<file path="src/hdl/smsv_pkg.sv">
/*
 * package for the management-message checker and link recovery exit sequencer:
 * message kinds, alert codes, verdicts, carrier structs, register map, timing.
 * assumes a 50 MHz clock and an Avalon-MM slave with 32-bit data.
 */
package smsv_pkg;

	// ---------------------------------------------------------------
	// timing
	// ---------------------------------------------------------------
	localparam int CLK_MHZ          = 50;
	localparam int ACK_TMO_MIN_US   = 100;
	localparam int ACK_TMO_MAX_US   = 200;
	localparam int ACK_TMO_US       = 150;
	localparam int ACK_TMO_CYC      = ACK_TMO_US * CLK_MHZ;
	localparam int ACK_TMO_W        = 16;

	// ---------------------------------------------------------------
	// message codes (internal numbering)
	// ---------------------------------------------------------------
	localparam logic [7:0] C_NONE    = 8'h00;
	localparam logic [7:0] C_QNODE   = 8'h01;
	localparam logic [7:0] C_QNODE_R = 8'h02;
	localparam logic [7:0] C_CFGPORT = 8'h03;
	localparam logic [7:0] C_RESP    = 8'h04;
	localparam logic [7:0] C_AALERT  = 8'h05;
	localparam logic [7:0] C_MALERT  = 8'h06;
	localparam logic [7:0] C_QUIESCE = 8'h07;
	localparam logic [7:0] C_AREPLY  = 8'h08;
	localparam logic [7:0] C_QPROT   = 8'h09;
	localparam logic [7:0] C_QPROT_R = 8'h0a;
	localparam logic [7:0] C_QPORT   = 8'h0b;
	localparam logic [7:0] C_QPORT_R = 8'h0c;
	localparam logic [7:0] C_DRDY    = 8'h0d;
	localparam logic [7:0] C_DREPLY  = 8'h0e;
	localparam logic [7:0] C_DREQ    = 8'h0f;
	localparam logic [7:0] C_LAST    = 8'h0f;
	localparam logic [7:0] MIN_LEN   = 8'h04;

	// ---------------------------------------------------------------
	// alert codes (arbitrary internal values)
	// ---------------------------------------------------------------
	localparam logic [7:0] A_UNKNOWN   = 8'h10;
	localparam logic [7:0] A_TOO_SHORT = 8'h11;
	localparam logic [7:0] A_BAD_ROUTE = 8'h12;

	// verdicts on one message
	typedef enum logic [3:0] {
		V_NONE, V_REPLY_NORMAL, V_RESP_INVF, V_AREPLY_INVF, V_DISCARD,
		V_CANCEL_IO, V_CLEAR_ALERT, V_IGNORE, V_LOG_IGNORE, V_ABORT_IO,
		V_ACCEPT
	} smsv_verdict_t;

	// received message summary presented by the frame layer
	typedef struct packed {
		logic [7:0] code;
		logic [7:0] length;
		logic       frame_type_ok;
		logic       supported;
		logic       route_known;
		logic       tag_valid;
		logic       resp_proper;
		logic       data_xfer;
		logic       in_context;
		logic       reserved_nz;
	} smsv_msg_t;

	// answer of the checker
	typedef struct packed {
		smsv_verdict_t verdict;
		logic          alert;
		logic [7:0]    alert_code;
		logic          master_alert;
	} smsv_res_t;

	// ---------------------------------------------------------------
	// register map (byte addresses)
	// ---------------------------------------------------------------
	localparam logic [3:0] R_CTRL   = 4'h0;
	localparam logic [3:0] R_STATUS = 4'h4;
	localparam logic [3:0] R_ALERT  = 4'h8;
	localparam logic [3:0] R_TMO    = 4'hc;
	localparam int B_OPER  = 0;
	localparam int B_LDIST = 1;
	localparam int B_PRIV  = 2;
	localparam int B_CFGM  = 3;
	localparam int B_QNRX  = 4;
	localparam int B_AAVAL = 5;
	localparam int B_LDCAP = 6;
	localparam int B_QCLR  = 0;    // status: write one to release the queue

endpackage

</file>
<file path="src/hdl/smsv_core.sv">
/*
 * management-message checker plus the unsuccessful-recovery exit sequence
 * for one port.
 * assumes the frame layer presents one decoded message summary per strobe
 * and the recovery engine pulses an exit request with its alert code.
 */
`timescale 1ns/100ps
`default_nettype none

// Functional notes
// - on failed recovery exit, first clear the port operational flag
// - next turn off long-distance option, set ack timeout 100 to 200 us; code does both only when ld_cap is set
// - then enter privileged mode; transmitter drops application frames
// - then raise alert carrying the exit's alert code
// - only after the alert, restart the port
// - check messages in fixed order, unknown through reserved fields
// - unrecognised code: stop parsing, alert unknown message
// - unsupported code or wrong frame type: alert unknown message
// - message too short for its code: alert too short
// - longer than defined length is accepted
// - responder with unknown reply route index: no response, alert bad route
// - manager ignores invalid tag or improper response, optional logging
// - invalid tag on data transfer: issue abort for the I/O process
// - out of context discarded; manager logs, responder ignores
// - out of context cases: unmatched data reply, wrong-direction I/O, stray reply
// - reserved field violations still parsed and answered on return path
// - query node answered normally; query node reply gets nothing
// - listed commands with reserved violation get invalid-field response
// - async alert violation: invalid-field async reply plus master alert
// - reply-type violations: clear alert, discard, or cancel I/O
// - alerts dropped before query reply seen, queued while delivery disabled
module smsv_core
	import smsv_pkg::*;
#(
	parameter int ACK_CYC = ACK_TMO_CYC
) (
	input  wire logic        clk,
	input  wire logic        rst_n,
	input  wire logic [3:0]  avs_address,
	input  wire logic        avs_read,
	input  wire logic        avs_write,
	input  wire logic [31:0] avs_writedata,
	output logic      [31:0] avs_readdata,
	output logic             avs_waitrequest,
	input  wire logic        msg_valid,
	input  wire smsv_msg_t   msg,
	output smsv_res_t        res,
	output logic             res_valid,
	input  wire logic        exit_req,
	input  wire logic [7:0]  exit_code,
	output logic             port_restart,
	output logic             tx_drop_app,
	output logic             alert_valid,
	output logic      [7:0]  alert_code,
	output logic             alert_queued,
	output logic [ACK_TMO_W-1:0] ack_timeout
);

	// ---------------------------------------------------------------
	// parameter limits
	// ---------------------------------------------------------------
	// the timeout must land inside the legal window and fit the output
	localparam int ACK_LO_CYC  = ACK_TMO_MIN_US * CLK_MHZ;
	localparam int ACK_HI_CYC  = ACK_TMO_MAX_US * CLK_MHZ;
	localparam int ACK_TOP_CYC = (1 << ACK_TMO_W) - 1;

	if (ACK_CYC < ACK_LO_CYC || ACK_CYC > ACK_HI_CYC) begin
		$error("ACK_CYC outside the legal ack timeout window");
	end
	if (ACK_CYC > ACK_TOP_CYC) begin
		$error("ACK_CYC does not fit the ack_timeout output");
	end

	// one state per exit action, in the order the actions must happen
	typedef enum logic [2:0] {
		S_IDLE, S_OPER, S_LDIST, S_PRIV, S_ALERT, S_RESTART
	} smsv_exit_t;

	// ---------------------------------------------------------------
	// state
	// ---------------------------------------------------------------
	// exit walk position and the alert code it carries
	smsv_exit_t            st, next_st;
	logic [7:0]            code_hold, next_code_hold;
	// port flags; oper leaves reset set so a fresh port can carry traffic
	logic                  oper, next_oper;
	logic                  ldist, next_ldist;
	logic                  priv, next_priv;
	// node role and alert gating; qn_seen set by a parsed query reply, the rest written by software
	logic                  cfgm, next_cfgm;
	logic                  qn_seen, next_qn_seen;
	logic                  aa_valid, next_aa_valid;
	logic                  ld_cap, next_ld_cap;
	// next values of the registered outputs
	logic [ACK_TMO_W-1:0]  next_ack_timeout;
	logic                  next_restart;
	logic                  next_alert_valid;
	logic [7:0]            next_alert_code;
	logic                  next_alert_queued;
	logic [7:0]            last_alert, next_last_alert;
	smsv_res_t             next_res;
	logic                  next_res_valid;
	// register slave
	logic [31:0]           next_rdata;
	logic                  next_wait;
	logic                  acc;

	// message judgement, pure decode
	smsv_res_t chk;
	logic      raise;
	logic [7:0] raise_code;

	// ---------------------------------------------------------------
	// message checker
	// ---------------------------------------------------------------
	// order matters: earlier faults hide later ones
	always_comb begin
		chk = '{verdict: V_ACCEPT, alert: 1'b0, alert_code: 8'h00, master_alert: 1'b0};
		// the code fixes the layout, so nothing else is read before it passes
		if (msg.code == C_NONE || msg.code > C_LAST) begin
			chk.verdict    = V_NONE;
			chk.alert      = 1'b1;
			chk.alert_code = A_UNKNOWN;
		end else if (!msg.supported || !msg.frame_type_ok) begin
			chk.verdict    = V_NONE;
			chk.alert      = 1'b1;
			chk.alert_code = A_UNKNOWN;
		end else if (msg.length < MIN_LEN) begin
			chk.verdict    = V_NONE;
			chk.alert      = 1'b1;
			chk.alert_code = A_TOO_SHORT;
		end else if (!cfgm && !msg.route_known) begin
			// no route exists to answer on, so only the alert goes out
			chk.verdict    = V_NONE;
			chk.alert      = 1'b1;
			chk.alert_code = A_BAD_ROUTE;
		end else if (!msg.tag_valid && msg.data_xfer) begin
			// abort in either role; the upper layer owns the I/O process
			chk.verdict    = V_ABORT_IO;
		end else if (cfgm && (!msg.tag_valid || !msg.resp_proper)) begin
			chk.verdict    = V_LOG_IGNORE;
		end else if (!msg.in_context) begin
			chk.verdict    = cfgm ? V_LOG_IGNORE : V_IGNORE;
		end else if (msg.reserved_nz) begin
			// the kind of message alone picks the answer to reserved content
			case (msg.code)
				C_QNODE:   chk.verdict = V_REPLY_NORMAL;
				C_QNODE_R: chk.verdict = V_NONE;
				C_AALERT: begin
					chk.verdict      = V_AREPLY_INVF;
					chk.master_alert = 1'b1;
				end
				C_AREPLY:  chk.verdict = V_CLEAR_ALERT;
				C_RESP, C_QPROT_R, C_QPORT_R: chk.verdict = V_DISCARD;
				C_DRDY, C_DREQ: chk.verdict = V_CANCEL_IO;
				default:   chk.verdict = V_RESP_INVF;
			endcase
		end else if (msg.code == C_QNODE) begin
			// a clean query still earns its normal reply
			chk.verdict = V_REPLY_NORMAL;
		end
	end

	// ---------------------------------------------------------------
	// exit sequencer
	// ---------------------------------------------------------------
	// one action per cycle keeps the documented order observable
	always_comb begin
		next_st          = st;
		next_code_hold   = code_hold;
		next_oper        = oper;
		next_ldist       = ldist;
		next_priv        = priv;
		next_ack_timeout = ack_timeout;
		next_restart     = 1'b0;
		raise            = 1'b0;
		raise_code       = 8'h00;
		case (st)
			S_IDLE: begin
				if (exit_req) begin
					next_code_hold = exit_code;
					next_st        = S_OPER;
				end
			end
			S_OPER: begin
				// clearing oper first stops new traffic being routed here
				next_oper = 1'b0;
				next_st   = S_LDIST;
			end
			S_LDIST: begin
				// a port without the option keeps its timeout untouched
				if (ld_cap) begin
					next_ldist       = 1'b0;
					next_ack_timeout = ACK_CYC[ACK_TMO_W-1:0];
				end
				next_st = S_PRIV;
			end
			S_PRIV: begin
				// privileged mode also gates application frames at the transmitter
				next_priv = 1'b1;
				next_st   = S_ALERT;
			end
			S_ALERT: begin
				// the alert leaves a cycle before the restart; the gate still drops it if no query reply has been seen
				raise      = 1'b1;
				raise_code = code_hold;
				next_st    = S_RESTART;
			end
			S_RESTART: begin
				next_restart = 1'b1;
				next_st      = S_IDLE;
			end
			default: next_st = S_IDLE;
		endcase
		// software writes override the sequencer only when it is idle
		if (acc && avs_write && avs_address == R_CTRL && st == S_IDLE) begin
			next_oper  = avs_writedata[B_OPER];
			next_ldist = avs_writedata[B_LDIST] & ld_cap;
			next_priv  = avs_writedata[B_PRIV];
		end
	end

	// ---------------------------------------------------------------
	// alert gate, results and register slave
	// ---------------------------------------------------------------
	always_comb begin
		logic        want;
		logic [7:0]  wcode;
		// at most one alert per cycle; the gate decides deliver, queue or drop
		want              = raise | (msg_valid & chk.alert);
		wcode             = raise ? raise_code : chk.alert_code;
		next_alert_valid  = 1'b0;
		next_alert_code   = alert_code;
		next_alert_queued = alert_queued;
		next_last_alert   = last_alert;
		next_cfgm         = cfgm;
		next_qn_seen      = qn_seen;
		next_aa_valid     = aa_valid;
		next_ld_cap       = ld_cap;
		// a message-side alert colliding with an exit alert is dropped;
		// the exit alert is the more severe of the two
		if (want && qn_seen) begin
			next_last_alert = wcode;
			next_alert_code = wcode;
			// a waiting alert blocks direct delivery so alerts keep their order
			if (!aa_valid || alert_queued)
				next_alert_queued = 1'b1;
			else
				next_alert_valid = 1'b1;
		end
		// alerts stay dropped until a query reply has been parsed
		if (msg_valid && msg.code == C_QNODE_R && chk.verdict != V_NONE)
			next_qn_seen = 1'b1;
		next_res       = msg_valid ? chk : res;
		next_res_valid = msg_valid;
		next_rdata     = 32'h0000_0000;
		// one wait state: the slave answers in the cycle after it sees a request
		next_wait      = 1'b1;
		if ((avs_read || avs_write) && avs_waitrequest)
			next_wait = 1'b0;
		if (acc && avs_write) begin
			if (avs_address == R_CTRL) begin
				next_cfgm     = avs_writedata[B_CFGM];
				next_aa_valid = avs_writedata[B_AAVAL];
				next_ld_cap   = avs_writedata[B_LDCAP];
			end else if (avs_address == R_STATUS) begin
				// writing one releases the queue; a new alert this cycle wins
				if (avs_writedata[B_QCLR] && !(want && qn_seen))
					next_alert_queued = 1'b0;
			end
		end
		// read data is prepared while waitrequest is still high
		if ((avs_read || avs_write) && avs_waitrequest) begin
			if (avs_address == R_CTRL)
				next_rdata = {25'h0, ld_cap, aa_valid, qn_seen, cfgm, priv, ldist, oper};
			else if (avs_address == R_STATUS)
				next_rdata = {28'h0, (st != S_IDLE), priv, oper, alert_queued};
			else if (avs_address == R_ALERT)
				next_rdata = {24'h0, last_alert};
			else if (avs_address == R_TMO)
				next_rdata = {{(32-ACK_TMO_W){1'b0}}, ack_timeout};
			else
				next_rdata = 32'h0000_0000;
		end
	end

	// an access completes on the edge where waitrequest is seen low
	assign acc = (avs_read || avs_write) && !avs_waitrequest;

	// ---------------------------------------------------------------
	// registers
	// ---------------------------------------------------------------
	// reset leaves the port operational and the bus stalled
	always_ff @(posedge clk or negedge rst_n) begin
		if (!rst_n) begin
			st              <= S_IDLE;
			code_hold       <= 8'h00;
			oper            <= 1'b1;
			ldist           <= 1'b0;
			priv            <= 1'b0;
			cfgm            <= 1'b0;
			qn_seen         <= 1'b0;
			aa_valid        <= 1'b0;
			ld_cap          <= 1'b0;
			ack_timeout     <= '0;
			port_restart    <= 1'b0;
			tx_drop_app     <= 1'b0;
			alert_valid     <= 1'b0;
			alert_code      <= 8'h00;
			alert_queued    <= 1'b0;
			last_alert      <= 8'h00;
			res             <= '0;
			res_valid       <= 1'b0;
			avs_readdata    <= 32'h0000_0000;
			avs_waitrequest <= 1'b1;
		end else begin
			st              <= next_st;
			code_hold       <= next_code_hold;
			oper            <= next_oper;
			ldist           <= next_ldist;
			priv            <= next_priv;
			cfgm            <= next_cfgm;
			qn_seen         <= next_qn_seen;
			aa_valid        <= next_aa_valid;
			ld_cap          <= next_ld_cap;
			ack_timeout     <= next_ack_timeout;
			port_restart    <= next_restart;
			tx_drop_app     <= next_priv;
			alert_valid     <= next_alert_valid;
			alert_code      <= next_alert_code;
			alert_queued    <= next_alert_queued;
			last_alert      <= next_last_alert;
			res             <= next_res;
			res_valid       <= next_res_valid;
			avs_readdata    <= next_rdata;
			avs_waitrequest <= next_wait;
		end
	end

endmodule

`default_nettype wire

</file>
<file path="config.mk">
export PLATFORM = sky130hd
export DESIGN_NAME = smsv_core
export DESIGN_NICKNAME = d
export VERILOG_FILES = /design/src/hdl/smsv_pkg.sv /design/src/hdl/smsv_core.sv
export SDC_FILE = /design/constraint.sdc
export NUM_CORES = 1
export LEC_CHECK = 0
export BUFFER_PORTS_ARGS = -buffer_cell sky130_fd_sc_hd__buf_2
export CAP_MARGIN = 25
export CELL_PAD_IN_SITES_DETAIL_PLACEMENT = 1
export CELL_PAD_IN_SITES_GLOBAL_PLACEMENT = 1
export CORE_MARGIN = 2
export CORE_UTILIZATION = 34
export DETAILED_ROUTE_END_ITERATION = 7
export HOLD_SLACK_MARGIN = 0.12
export PLACE_DENSITY_LB_ADDON = 0.05
export SYNTH_ARGS = -nofsm -noshare
export SYNTH_HDL_FRONTEND = slang
export SYNTH_SLANG_ARGS = --single-unit
</file>
<file path="constraint.sdc">
create_clock -name clk -period 5.7 [get_ports clk]
set_clock_uncertainty 0.2 [all_clocks]
set_input_delay 1.14 -clock clk [delete_from_list [all_inputs] [get_ports clk]]
set_output_delay 1.14 -clock clk [all_outputs]
set_load 0.05 [all_outputs]
</file>
==> results.md, run 1 <==
- Overall Global Routing Usage: between 10% and 20%
- DRT iter0 DRCs: 35
- Met3 Use GR: 1.81%
- Clk sinks: just under 50
- Sequential share of the synthesized area: 46.6%
- Buf/Inv on CP: 1
- Power Density: 330 nW/um2
- Core ar.: 7610 um2
- Worst EP required: 5670 ps
- Share of cells above drive strength 1: between 30 and 40%
- Crit path cell chain: buf_2 > nor4_4 > o2111ai_2 > or3_4 > a31oi_4 > nor2_1 > a2bb2oi_1
- Startpoint Class: primary input
- Most common cell after layout, fill and taps aside: buf_2
- Minimum clock period: 3070 ps
- TritonRoute pass-1 iters: 4
- First-pass GRT wire length: 9.95 mm
- Synth cell types: 49
- Critical Path Fanout Max: 13
- Total grt overflow: 0
- Worst-path clk slew: 90 ps
- Status: finished, final reports clean
- Drt drc: 0
- Met1 usage: 19.0%
- Vias/cell: around 4.6
- Layout Nets: 411
- CTS tree: done
- FF+latch area: 1230 um2
- Post-synth EDFFs: 0
- Die footprint: 8480 um2
- Cell family with most CP delay: simple AND/OR/NAND/NOR gates
- Total Power: slightly above 1000 uW
- Max stage delay on crit path: 470 ps
- Fmax: ~330 MHz
- Core Rows: 32
- Number of global-route vias before repair: 1997
- Post-Synth XOR/XNOR Area: 0.996%
- Busiest grt layer: met2
- Clk buf depth: 2
- Mapped cell area: between 2000 and 3000 um2
- Die span in y: about 92 um
- Largest net degree at the start of global routing: 50
- IO buf count: 87
- Setup TNS: 0 ps
- Gate Count Post-Synth: 262
- Relative max-transition margin: between 40% and 50%
- Prevailing post-synth register cell: dfrtp_1
- Wire per inst: 14.1 um
- VDD IR-drop max: 0.106 mV
- Util after Layout: 40.1%
- Ant diodes: 0
- Top Ports: 150
- Root Buffer: clkbuf_8
- Synth Area in Adders: 0%
- # fillers: 922
- Critical path type: primary input to flip-flop
- Leakage Power: 0.00151 uW
- Total Wirelength: roughly 6 mm
- Slew @ Worst Pin: about 840 ps
- Crit end category: flip-flop
- Multi-input logic area: between 1000 and 1500 um2
- CTS hold repair buffers: 0
- Synth Warn #: 0
- Setup violations, final: 0
- Routed vias: 2043
- Placer Congestion: 0.793
- Die width: 92.1 um
- Initial Util: 34.7%
- Largest family of logic cells by synthesized area: simple AND/OR/NAND/NOR gates
- Worst path slowest cell: or3_4
- Dpl ws: approximately 2300 ps
- Post-CTS Resized: 0
- Async set or reset register ratio after synthesis: 100%
- Max-cap violation count: 0
- GRT met2 Usage: between 20% and 30%
- Worst-Skew Late Latency: 300 ps
- Postcts setup bufs: 0
- H-Tree Depth: 2
- Crit path DAT: 3040 ps
- Post-synthesis compound-gate area fraction: 13.0%
- Slew Viols, Final: 0
- Final worst slack: 2630 ps
- P&R area growth vs syn: 15.7%
- Mux share of post-synthesis cell area: 7.07%
- Crit share post-route: between 50% and 60%
- Most frequent cells in the layout: buf_2 (87), dfrtp_1 (47), conb_1 (34)
- Post-Syn Area per Cell: 10.1 um2
- CTS buffer count: 5
- RSZ-0062 raised after global routing: false
- Initial antenna violation count: 0
- Synth Area in Simple Gates: between 10% and 20%
- Antenna Violating Nets Remaining: 0
- Detailed placement HPWL: 4.84 mm
- Worst Hold Class: flip-flop to flip-flop
- Synth Register Bits: around 50
- Final Hold Fails: 0
cell type report:
cell class / count / area share, %
Timing Repair Buffer: 89 / 14.8
Tap cell: 102 / 4.18
Sequential cell: 49 / 40.3
Clock inverter: 2 / 0.492
Clock buffer: 6 / 2.38
Multi-Input combinational cell: 183 / 36.8
Inverter: 9 / 1.11
state kept, by name (all words and copies together), names as in the netlist, 3 cells and up:
register      cells
res               8
alert_code        8
avs_readdata      9
st                3
code_hold         8
power breakdown:
part	internal, uW	switching [uW]	leakage [uW]
registers	407	62.1	0.000631
clock network	86.6	116	0.0000374
logic	102	233	0.000846
total	595	412	0.00151
per-stage QoR:
stage | area (um2) | std cells | hold WS [ps]
after floorplan | 2760 | 295 | 269
after global placement | 2960 | 432 | 269
after detailed placement | 2960 | 432 | 266
after CTS | 3050 | 440 | 284
after global routing | 3050 | 440 | 312
final | 3050 | 440 | 272
cells in the mapped netlist, types with 3 or more instances:
library cell / count / area share, %
inv_1: 9 / 1.3
buf_4: 44 / 13
a22o_1: 5 / 1.7
nor3b_1: 3 / 0.85
nor3_1: 9 / 1.7
nor4_1: 3 / 0.71
o21ai_0: 12 / 2.3
nor2b_1: 3 / 0.71
a21oi_1: 8 / 1.5
nand2_1: 19 / 2.7
nand2b_1: 5 / 1.2
nand3_1: 6 / 1.1
nor2_1: 18 / 2.6
mux2_2: 13 / 5.6
mux2i_1: 4 / 1.5
clkbuf_1: 9 / 1.3
dfrtp_1: 47 / 45
a22oi_1: 6 / 1.7
cells by family after synthesis:
family,count (synthesis)
xor+xnor,3
compound gates,48
simple gates,81
mux,17
flops,49
buf+inv,63
other cells,1
layer usage:
| metal | part of all wire [%] | vias to the layer above |
|---|---|---|
| li1 | - | 988 |
| met1 | 44 | 965 |
| met2 | 49 | 84 |
| met3 | 5.5 | 6 |
| met4 | 1.2 | 0 |
| met5 | 0 | - |
path summary, 6_finish.rpt:
path | start | to | slack (ps) | cells after the start
worst max register to register | st[1] | code_hold[0] | 3600 | 3
min in group asynchronous | rst_n | priv | 730 | 2
worst min-delay path | alert_queued | alert_valid | 270 | 1
worst min register to register | alert_queued | alert_valid | 270 | 1
max in group asynchronous | rst_n | alert_code[1] | 4160 | 2
worst max-delay path | msg[23] | alert_queued | 2630 | 7
(Power assumes the default switching activity.)
==> run 2, diff against run 1 <==
--- a/config.mk
+++ b/config.mk
@@ -5,12 +5,13 @@
 export SDC_FILE = /design/constraint.sdc
 export NUM_CORES = 1
 export LEC_CHECK = 0
+export ABC_AREA = 1
 export BUFFER_PORTS_ARGS = -buffer_cell sky130_fd_sc_hd__buf_2
 export CAP_MARGIN = 25
 export CELL_PAD_IN_SITES_DETAIL_PLACEMENT = 1
 export CELL_PAD_IN_SITES_GLOBAL_PLACEMENT = 1
 export CORE_MARGIN = 2
-export CORE_UTILIZATION = 34
+export CORE_UTILIZATION = 31
 export DETAILED_ROUTE_END_ITERATION = 7
 export HOLD_SLACK_MARGIN = 0.12
 export PLACE_DENSITY_LB_ADDON = 0.05
==> constraint.sdc (replaced) <==
create_clock -name clk -period 3 [get_ports clk]
set_clock_uncertainty 0.2 [all_clocks]
set_input_delay 0.6 -clock clk [delete_from_list [all_inputs] [get_ports clk]]
set_output_delay 0.6 -clock clk [all_outputs]
set_load 0.05 [all_outputs]
==> results.md, run 2 <==
- Largest net degree at the start of global routing: 21 (-58%)
- Max reg flops: 9 (unchanged)
- Crit path cell chain: buf_2
- Vias/cell: 4.36 (-6.1%)
- Worst R2R Start: cfgm
- Layout Nets: 496 (+21%)
- Largest cells by area after synthesis: dfrtp_1 (43%), buf_4 (12%), nand2_1 (11%)
- Die span in y: 98.1 um (+6.5%)
- Final Cell Area: 3230 um2 (+5.9%)
- M1 WL: 3.35 mm (+22%)
- Synth Warn #: 0 (unchanged)
- Total Wirelength: 6.77 mm (+9.5%)
- Prevailing post-synth register cell: dfrtp_1
- Worst r2r path cells: 9 (+6)
- Clock network power share: 17.4% (-2.8 points)
- Combinational Power Share: 42.4% (+9.1 points)
- P&R area growth vs syn: 17.8%
- Async set or reset register ratio after synthesis: 100% (unchanged)
- Mapped cell area: 2740 um2 (+4.0%)
- Clk buf depth: 2 (unchanged)
- Worst Hold Class: flip-flop to flip-flop
- Core ar.: 8640 um2 (+14%)
- Post-CTS Resized: 0 (unchanged)
- Total grt overflow: 0 (unchanged)
- Setup violations, final: 0 (unchanged)
- Final Hold Fails: 0 (unchanged)
- Setup crit start: avs_waitrequest
- Max-cap violation count: 0 (unchanged)
- Sequential share of the synthesized area: 44.8% (-1.8 points)
- Post-synth EDFFs: 0 (unchanged)
- Leakage Power: 0.00182 uW (+20%)
- Drt drc: 0 (unchanged)
- Cell family with most CP delay: flip-flops
- Placer Congestion: 0.769 (-3.0%)
- Hold path depth: 2 (+1)
- CTS buffer count: 5 (unchanged)
- Worst-path clk slew: 90 ps (about the same)
- Total Power: 2330 uW (+130%)
- VDD IR-drop max: 0.241 mV (+130%)
- DRT iter0 DRCs: 65 (+86%)
- Status: finished, final reports clean
- Crit share post-route: 62.9%
- Share of cells above drive strength 1: 30.7% (-3.6 points)
- Ant diodes: 0 (unchanged)
- First-pass GRT wire length: 11.0 mm (+11%)
- Cell depth of the worst setup path: 1 (-6)
- Synth Register Bits: 49 (unchanged)
- Non-Filler Instances: 531 (+21%)
- Routed vias: 2314 (+13%)
- Die width: 98.1 um (+6.5%)
- Met2 WL post-DR: 2.97 mm (-1.9%)
- Wire per inst: 12.8 um (-9.3%)
- Setup TNS: 0 ps (unchanged)
- # fillers: 1104 (+20%)
- Fmax: 530 MHz
- Detailed placement HPWL: 5.62 mm (+16%)
- Startpoint Class: flip-flop
- Switching power: 1090 uW (+160%)
- CTS hold repair buffers: 1 (+1)
- Initial antenna violation count: 0 (unchanged)
- Overall Global Routing Usage: 14.2% (-0.62 points)
- Switch share: 46.7% (+5.8 points)
- Buf/Inv on CP: 1 (unchanged)
- Biggest register: avs_readdata
- Count leader, synth: nand2_1
- Critical path type: flip-flop to primary output
- Die footprint: 9620 um2 (+13%)
- Initial Util: 31.8% (-2.9 points)
- TritonRoute pass-1 iters: 4 (unchanged)
- Core Rows: 34 (+6.3%)
- Most common cell after layout, fill and taps aside: buf_2
- Util after Layout: 37.4% (-2.7 points)
- IO buf count: 87 (unchanged)
- Share of the synthesized area in the top cell type: 42.9% (-1.7 points)
- Clk sinks: 49 (unchanged)
- Synth cell types: 33 (-33%)
- Minimum clock period: 1890 ps
- Root Buffer: clkbuf_8
- Synth area leader: dfrtp_1
- Internal power: 1240 uW (+110%)
- Postcts setup bufs: 0 (unchanged)
- Max layer used: met4
- Slew Viols, Final: 0 (unchanged)
- R2r setup slk: 1240 ps (-2360 ps)
- Crit end category: primary output
- Worst-Skew Late Latency: 290 ps (about the same)
- Routed wl met3: 407 um (+20%)
- Top Ports: 150 (unchanged)
- Dpl cells: 522 (+21%)
- Antenna Violating Nets Remaining: 0 (unchanged)
- RSZ-0062 raised after global routing: false
- Post-synth top cells: nand2_1 (83), dfrtp_1 (47), buf_4 (44)
- Critical Path Fanout Max: 3 (-10)
- H-Tree Depth: 2 (unchanged)
- Post-Syn Area per Cell: 8.17 um2 (-19%)
- CTS tree: done
- Number of global-route vias before repair: 2306 (+15%)
- Crit path DAT: 1090 ps (-1950 ps)
- Power Density: 720 nW/um2 (+120%)
- Worst EP required: 2200 ps (-3470 ps)
- Hold endpoint: res[11]
- Hold path start: res[11]
- Max stage delay on crit path: 540 ps (+70 ps)
- Flop pwr share: 40.2% (-6.4 points)
- Worst path slowest cell: dfstp_2
- Most frequent cells in the layout: buf_2 (87), nand2_1 (83), dfrtp_1 (47)
- Post-DP Area: 3130 um2 (+5.4%)
- RR Endpoint: alert_code[1]
- Gate Count Post-Synth: 336 (+28%)
==> run 2: worst max-delay path by stage <==
stage / slack [ps] / end
final: 1110 / avs_waitrequest
after global placement: 880 / qn_seen
after floorplan: 1190 / ack_timeout[10]
after detailed placement: 880 / priv
after CTS: 1100 / avs_waitrequest
after global routing: 1060 / avs_waitrequest
==> run 2: area by class of cell <==
| class | instances | area, um2 | area share [%] |
|---|---|---|---|
| clock buffers | 6 | 82.6 | 2.56 |
| clock inverters | 2 | 13.8 | 0.426 |
| inverters | 44 | 165 | 5.11 |
| multi-input cells | 231 | 1140 | 35.2 |
| flip-flops and latches | 49 | 1230 | 38.0 |
| well taps | 108 | 135 | 4.18 |
| repair buffers | 91 | 468 | 14.5 |
==> run 2: kinds of logic (layout without fill, tap and decap cells) <==
logic type | count (synthesis) | count (layout) | share of synthesized area, %
buffers and inverters | 89 | 143 | 18.2
muxes | 8 | 8 | 3.28
DFF | 49 | 49 | 44.8
other | 1 | 34 | 0.137
and+or+nand+nor | 150 | 150 | 25.0
AOI/OAI and AO/OA | 39 | 39 | 8.53
==> run 2: layer usage <==
| metal | GRT usage, % | vias to the layer above |
|---|---|---|
| li1 | - | 1158 |
| met1 | 20.5 | 1074 |
| met2 | 21.8 | 80 |
| met3 | 2.58 | 2 |
| met4 | 3.63 | 0 |
| met5 | 0 | - |
==> run 2: tightest hold or removal path: stages, from the launching register on <==
cell and delay, ps:
dfrtp_1 350, nand2_1 50, nand2_1 50
==> run 2: metrics by stage <==
stage / worst slack [ps] / hold slack, ps
after CTS: 1100 / 296
after global placement: 885 / 259
after floorplan: 1190 / 104
after detailed placement: 880 / 271
final: 1110 / 284
after global routing: 1060 / 294
==> run 2: power groups by stage <==
stage          sequential (uW)  clock, uW  combinational, uW
4_1_cts                    936        427                998
3_5_place_dp               950          0                996
5_1_grt                    956        452               1060
3_3_place_gp               946          0                983
6_report                   935        404                986
2_1_floorplan             1120          0                648
==> run 3, diff against run 2 <==
==> constraint.sdc (replaced) <==
create_clock -name clk -period 1.9 [get_ports clk]
set_clock_uncertainty 0.2 [all_clocks]
set_input_delay 0.38 -clock clk [delete_from_list [all_inputs] [get_ports clk]]
set_output_delay 0.38 -clock clk [all_outputs]
set_load 0.05 [all_outputs]
==> results.md, run 3 (synthesis results as in run 2) <==
- CTS tree: done
- Core Rows: 34 (unchanged)
- Antenna Violating Nets Remaining: 0 (unchanged)
- Met2 WL post-DR: 3.09 mm (+4.2%)
- Crit path DAT: 1730 ps (+640 ps)
- VDD IR-drop max: 0.339 mV (+41%)
- Fmax: 572 MHz
- Max layer used: met4
- CTS buffer count: 5 (unchanged)
- Worst R2R Start: cfgm
- First-pass GRT wire length: 11.2 mm (+1.5%)
- Leakage Power: 0.00190 uW (+4.4%)
- Initial Util: 31.8% (unchanged)
- Max reg flops: 9 (unchanged)
- Critical path type: flip-flop to flip-flop
- R2r setup slk: 150 ps (-1090 ps)
- TritonRoute pass-1 iters: 4 (unchanged)
- Status: finished, final reports clean
- DRT iter0 DRCs: 103 (+58%)
- Biggest register: avs_readdata
- Largest net degree at the start of global routing: 50 (+140%)
- Setup violations, final: 0 (unchanged)
- Most common cell after layout, fill and taps aside: buf_2
- Routed vias: 2339 (+1.1%)
- Clk buf depth: 2 (unchanged)
- # fillers: 1105 (+0.091%)
- Routed wl met3: 391 um (-3.9%)
- Share of cells above drive strength 1: 30.2% (-0.48 points)
- RSZ-0062 raised after global routing: false
- Dpl cells: 527 (+0.96%)
- Slew Viols, Final: 0 (unchanged)
- Core ar.: 8640 um2 (unchanged)
- CP endpoint: alert_code[1]
- IO buf count: 87 (unchanged)
- Worst-path clk slew: 90 ps (about the same)
- Setup TNS: 0 ps (unchanged)
- Worst Hold Class: primary input to flip-flop
- Most frequent cells in the layout: buf_2 (87), nand2_1 (83), dfrtp_1 (47)
- RR Endpoint: alert_code[1]
- Max-cap violation count: 0 (unchanged)
- Worst r2r path cells: 9 (unchanged)
- Setup crit start: cfgm
- Fin Hold WS: 137 ps (-147 ps)
- Top Ports: 150 (unchanged)
- Multi-input logic area: 1140 um2 (unchanged)
- Ant diodes: 0 (unchanged)
- Drt drc: 0 (unchanged)
- Startpoint Class: flip-flop
- Placer Congestion: 0.775 (+0.68%)
- Minimum clock period: roughly 1700 ps
- Die footprint: 9620 um2 (unchanged)
- Total grt overflow: 0 (unchanged)
- P&R area growth vs syn: 24.5%
- Vias/cell: 4.25 (-2.6%)
- Die width: 98.1 um (unchanged)
- M1 WL: 3.34 mm (-0.45%)
- Initial antenna violation count: 0 (unchanged)
- Layout Nets: 516 (+4.0%)
- Detailed placement HPWL: 5.48 mm (-2.5%)
- Dpl ws: 26.5 ps (-853 ps)
- Number of global-route vias before repair: 2325 (+0.82%)
- H-Tree Depth: 2 (unchanged)
- Non-Filler Instances: 551 (+3.8%)
- Overall Global Routing Usage: 14.3% (+0.18 points)
- Die span in y: 98.1 um (unchanged)
- Power Density: 1080 nW/um2 (+50%)
- Crit end category: flip-flop
- FF+latch area: 1230 um2 (unchanged)
- Final Hold Fails: 0 (unchanged)
- Root Buffer: clkbuf_8
- Clk sinks: 49 (unchanged)
- Wire per inst: 12.5 um (-2.2%)
- Crit share post-route: 91.9%
- Final worst slack: 153 ps (-959 ps)
- Worst-Skew Late Latency: 300 ps (about the same)
- Worst EP required: 1890 ps (-310 ps)
- Final Cell Area: 3420 um2 (+5.7%)
- Critical Path Fanout Max: 7 (+4)
- Post-DP Area: 3180 um2 (+1.6%)
- Total Wirelength: 6.87 mm (+1.5%)
==> run 3: through the flow <==
step | utilization [%] | total power [uW]
final | 39.6 | 3690
after global routing | 39.6 | 3910
after CTS | 39.5 | 3730
after detailed placement | 36.8 | 3090
after global placement | 36.8 | 3060
after floorplan | - | 2800
==> run 3: final cells by class <==
class | count | share of cell area (%)
Sequential cell | 49 | 36.0
Multi-Input combinational cell | 231 | 33.3
Timing Repair Buffer | 111 | 19.5
Inverter | 44 | 4.83
Tap cell | 108 | 3.95
Clock buffer | 7 | 2.23
Clock inverter | 1 | 0.220
==> run 3: worst min path at each step <==
| stage | from | to | slack, ps | cells after the start |
|---|---|---|---|---|
| after floorplan | rst_n | aa_valid | -120 | 0 |
| after global placement | rst_n | avs_readdata[1] | 190 | 2 |
| after detailed placement | rst_n | ack_timeout[2] | 190 | 2 |
| after CTS | exit_code[0] | code_hold[0] | 130 | 2 |
| after global routing | exit_code[0] | code_hold[0] | 130 | 2 |
| final | exit_code[0] | code_hold[0] | 140 | 2 |
==> run 3: routing by layer <==
| metal | track usage (%) | vias up |
|---|---|---|
| met1 | 20.3 | 1061 |
| met2 | 22.9 | 78 |
| li1 | - | 1195 |
| met4 | 3.53 | 0 |
| met3 | 2.43 | 5 |
| met5 | 0 | - |
==> run 3: repair_timing <==
action | in CTS | in global routing
resized for setup | 0 | 0
endpoints found under the hold margin | 62 | 0
hold buffers | 15 | 0
setup buffers | 0 | 1
setup endpoints to repair | 0 | 3
==> run 3: power breakdown <==
| group | switching (uW) | leakage (uW) | internal (uW) |
|---|---|---|---|
| Sequential | 199 | 0.000616 | 1280 |
| Combinational | 1180 | 0.00124 | 418 |
| Clock | 347 | 0.0000385 | 261 |
| Total | 1730 | 0.00190 | 1960 |
==> run 3: critical path, stage by stage (launching register included) <==
cell and delay (ps):
dfrtp_1 410, or2_1 240, nand2_1 70, inv_1 60
nand2_4 90, nand2_2 90, a21oi_4 240, inv_2 120
nand2_1 80, nand2_1 50
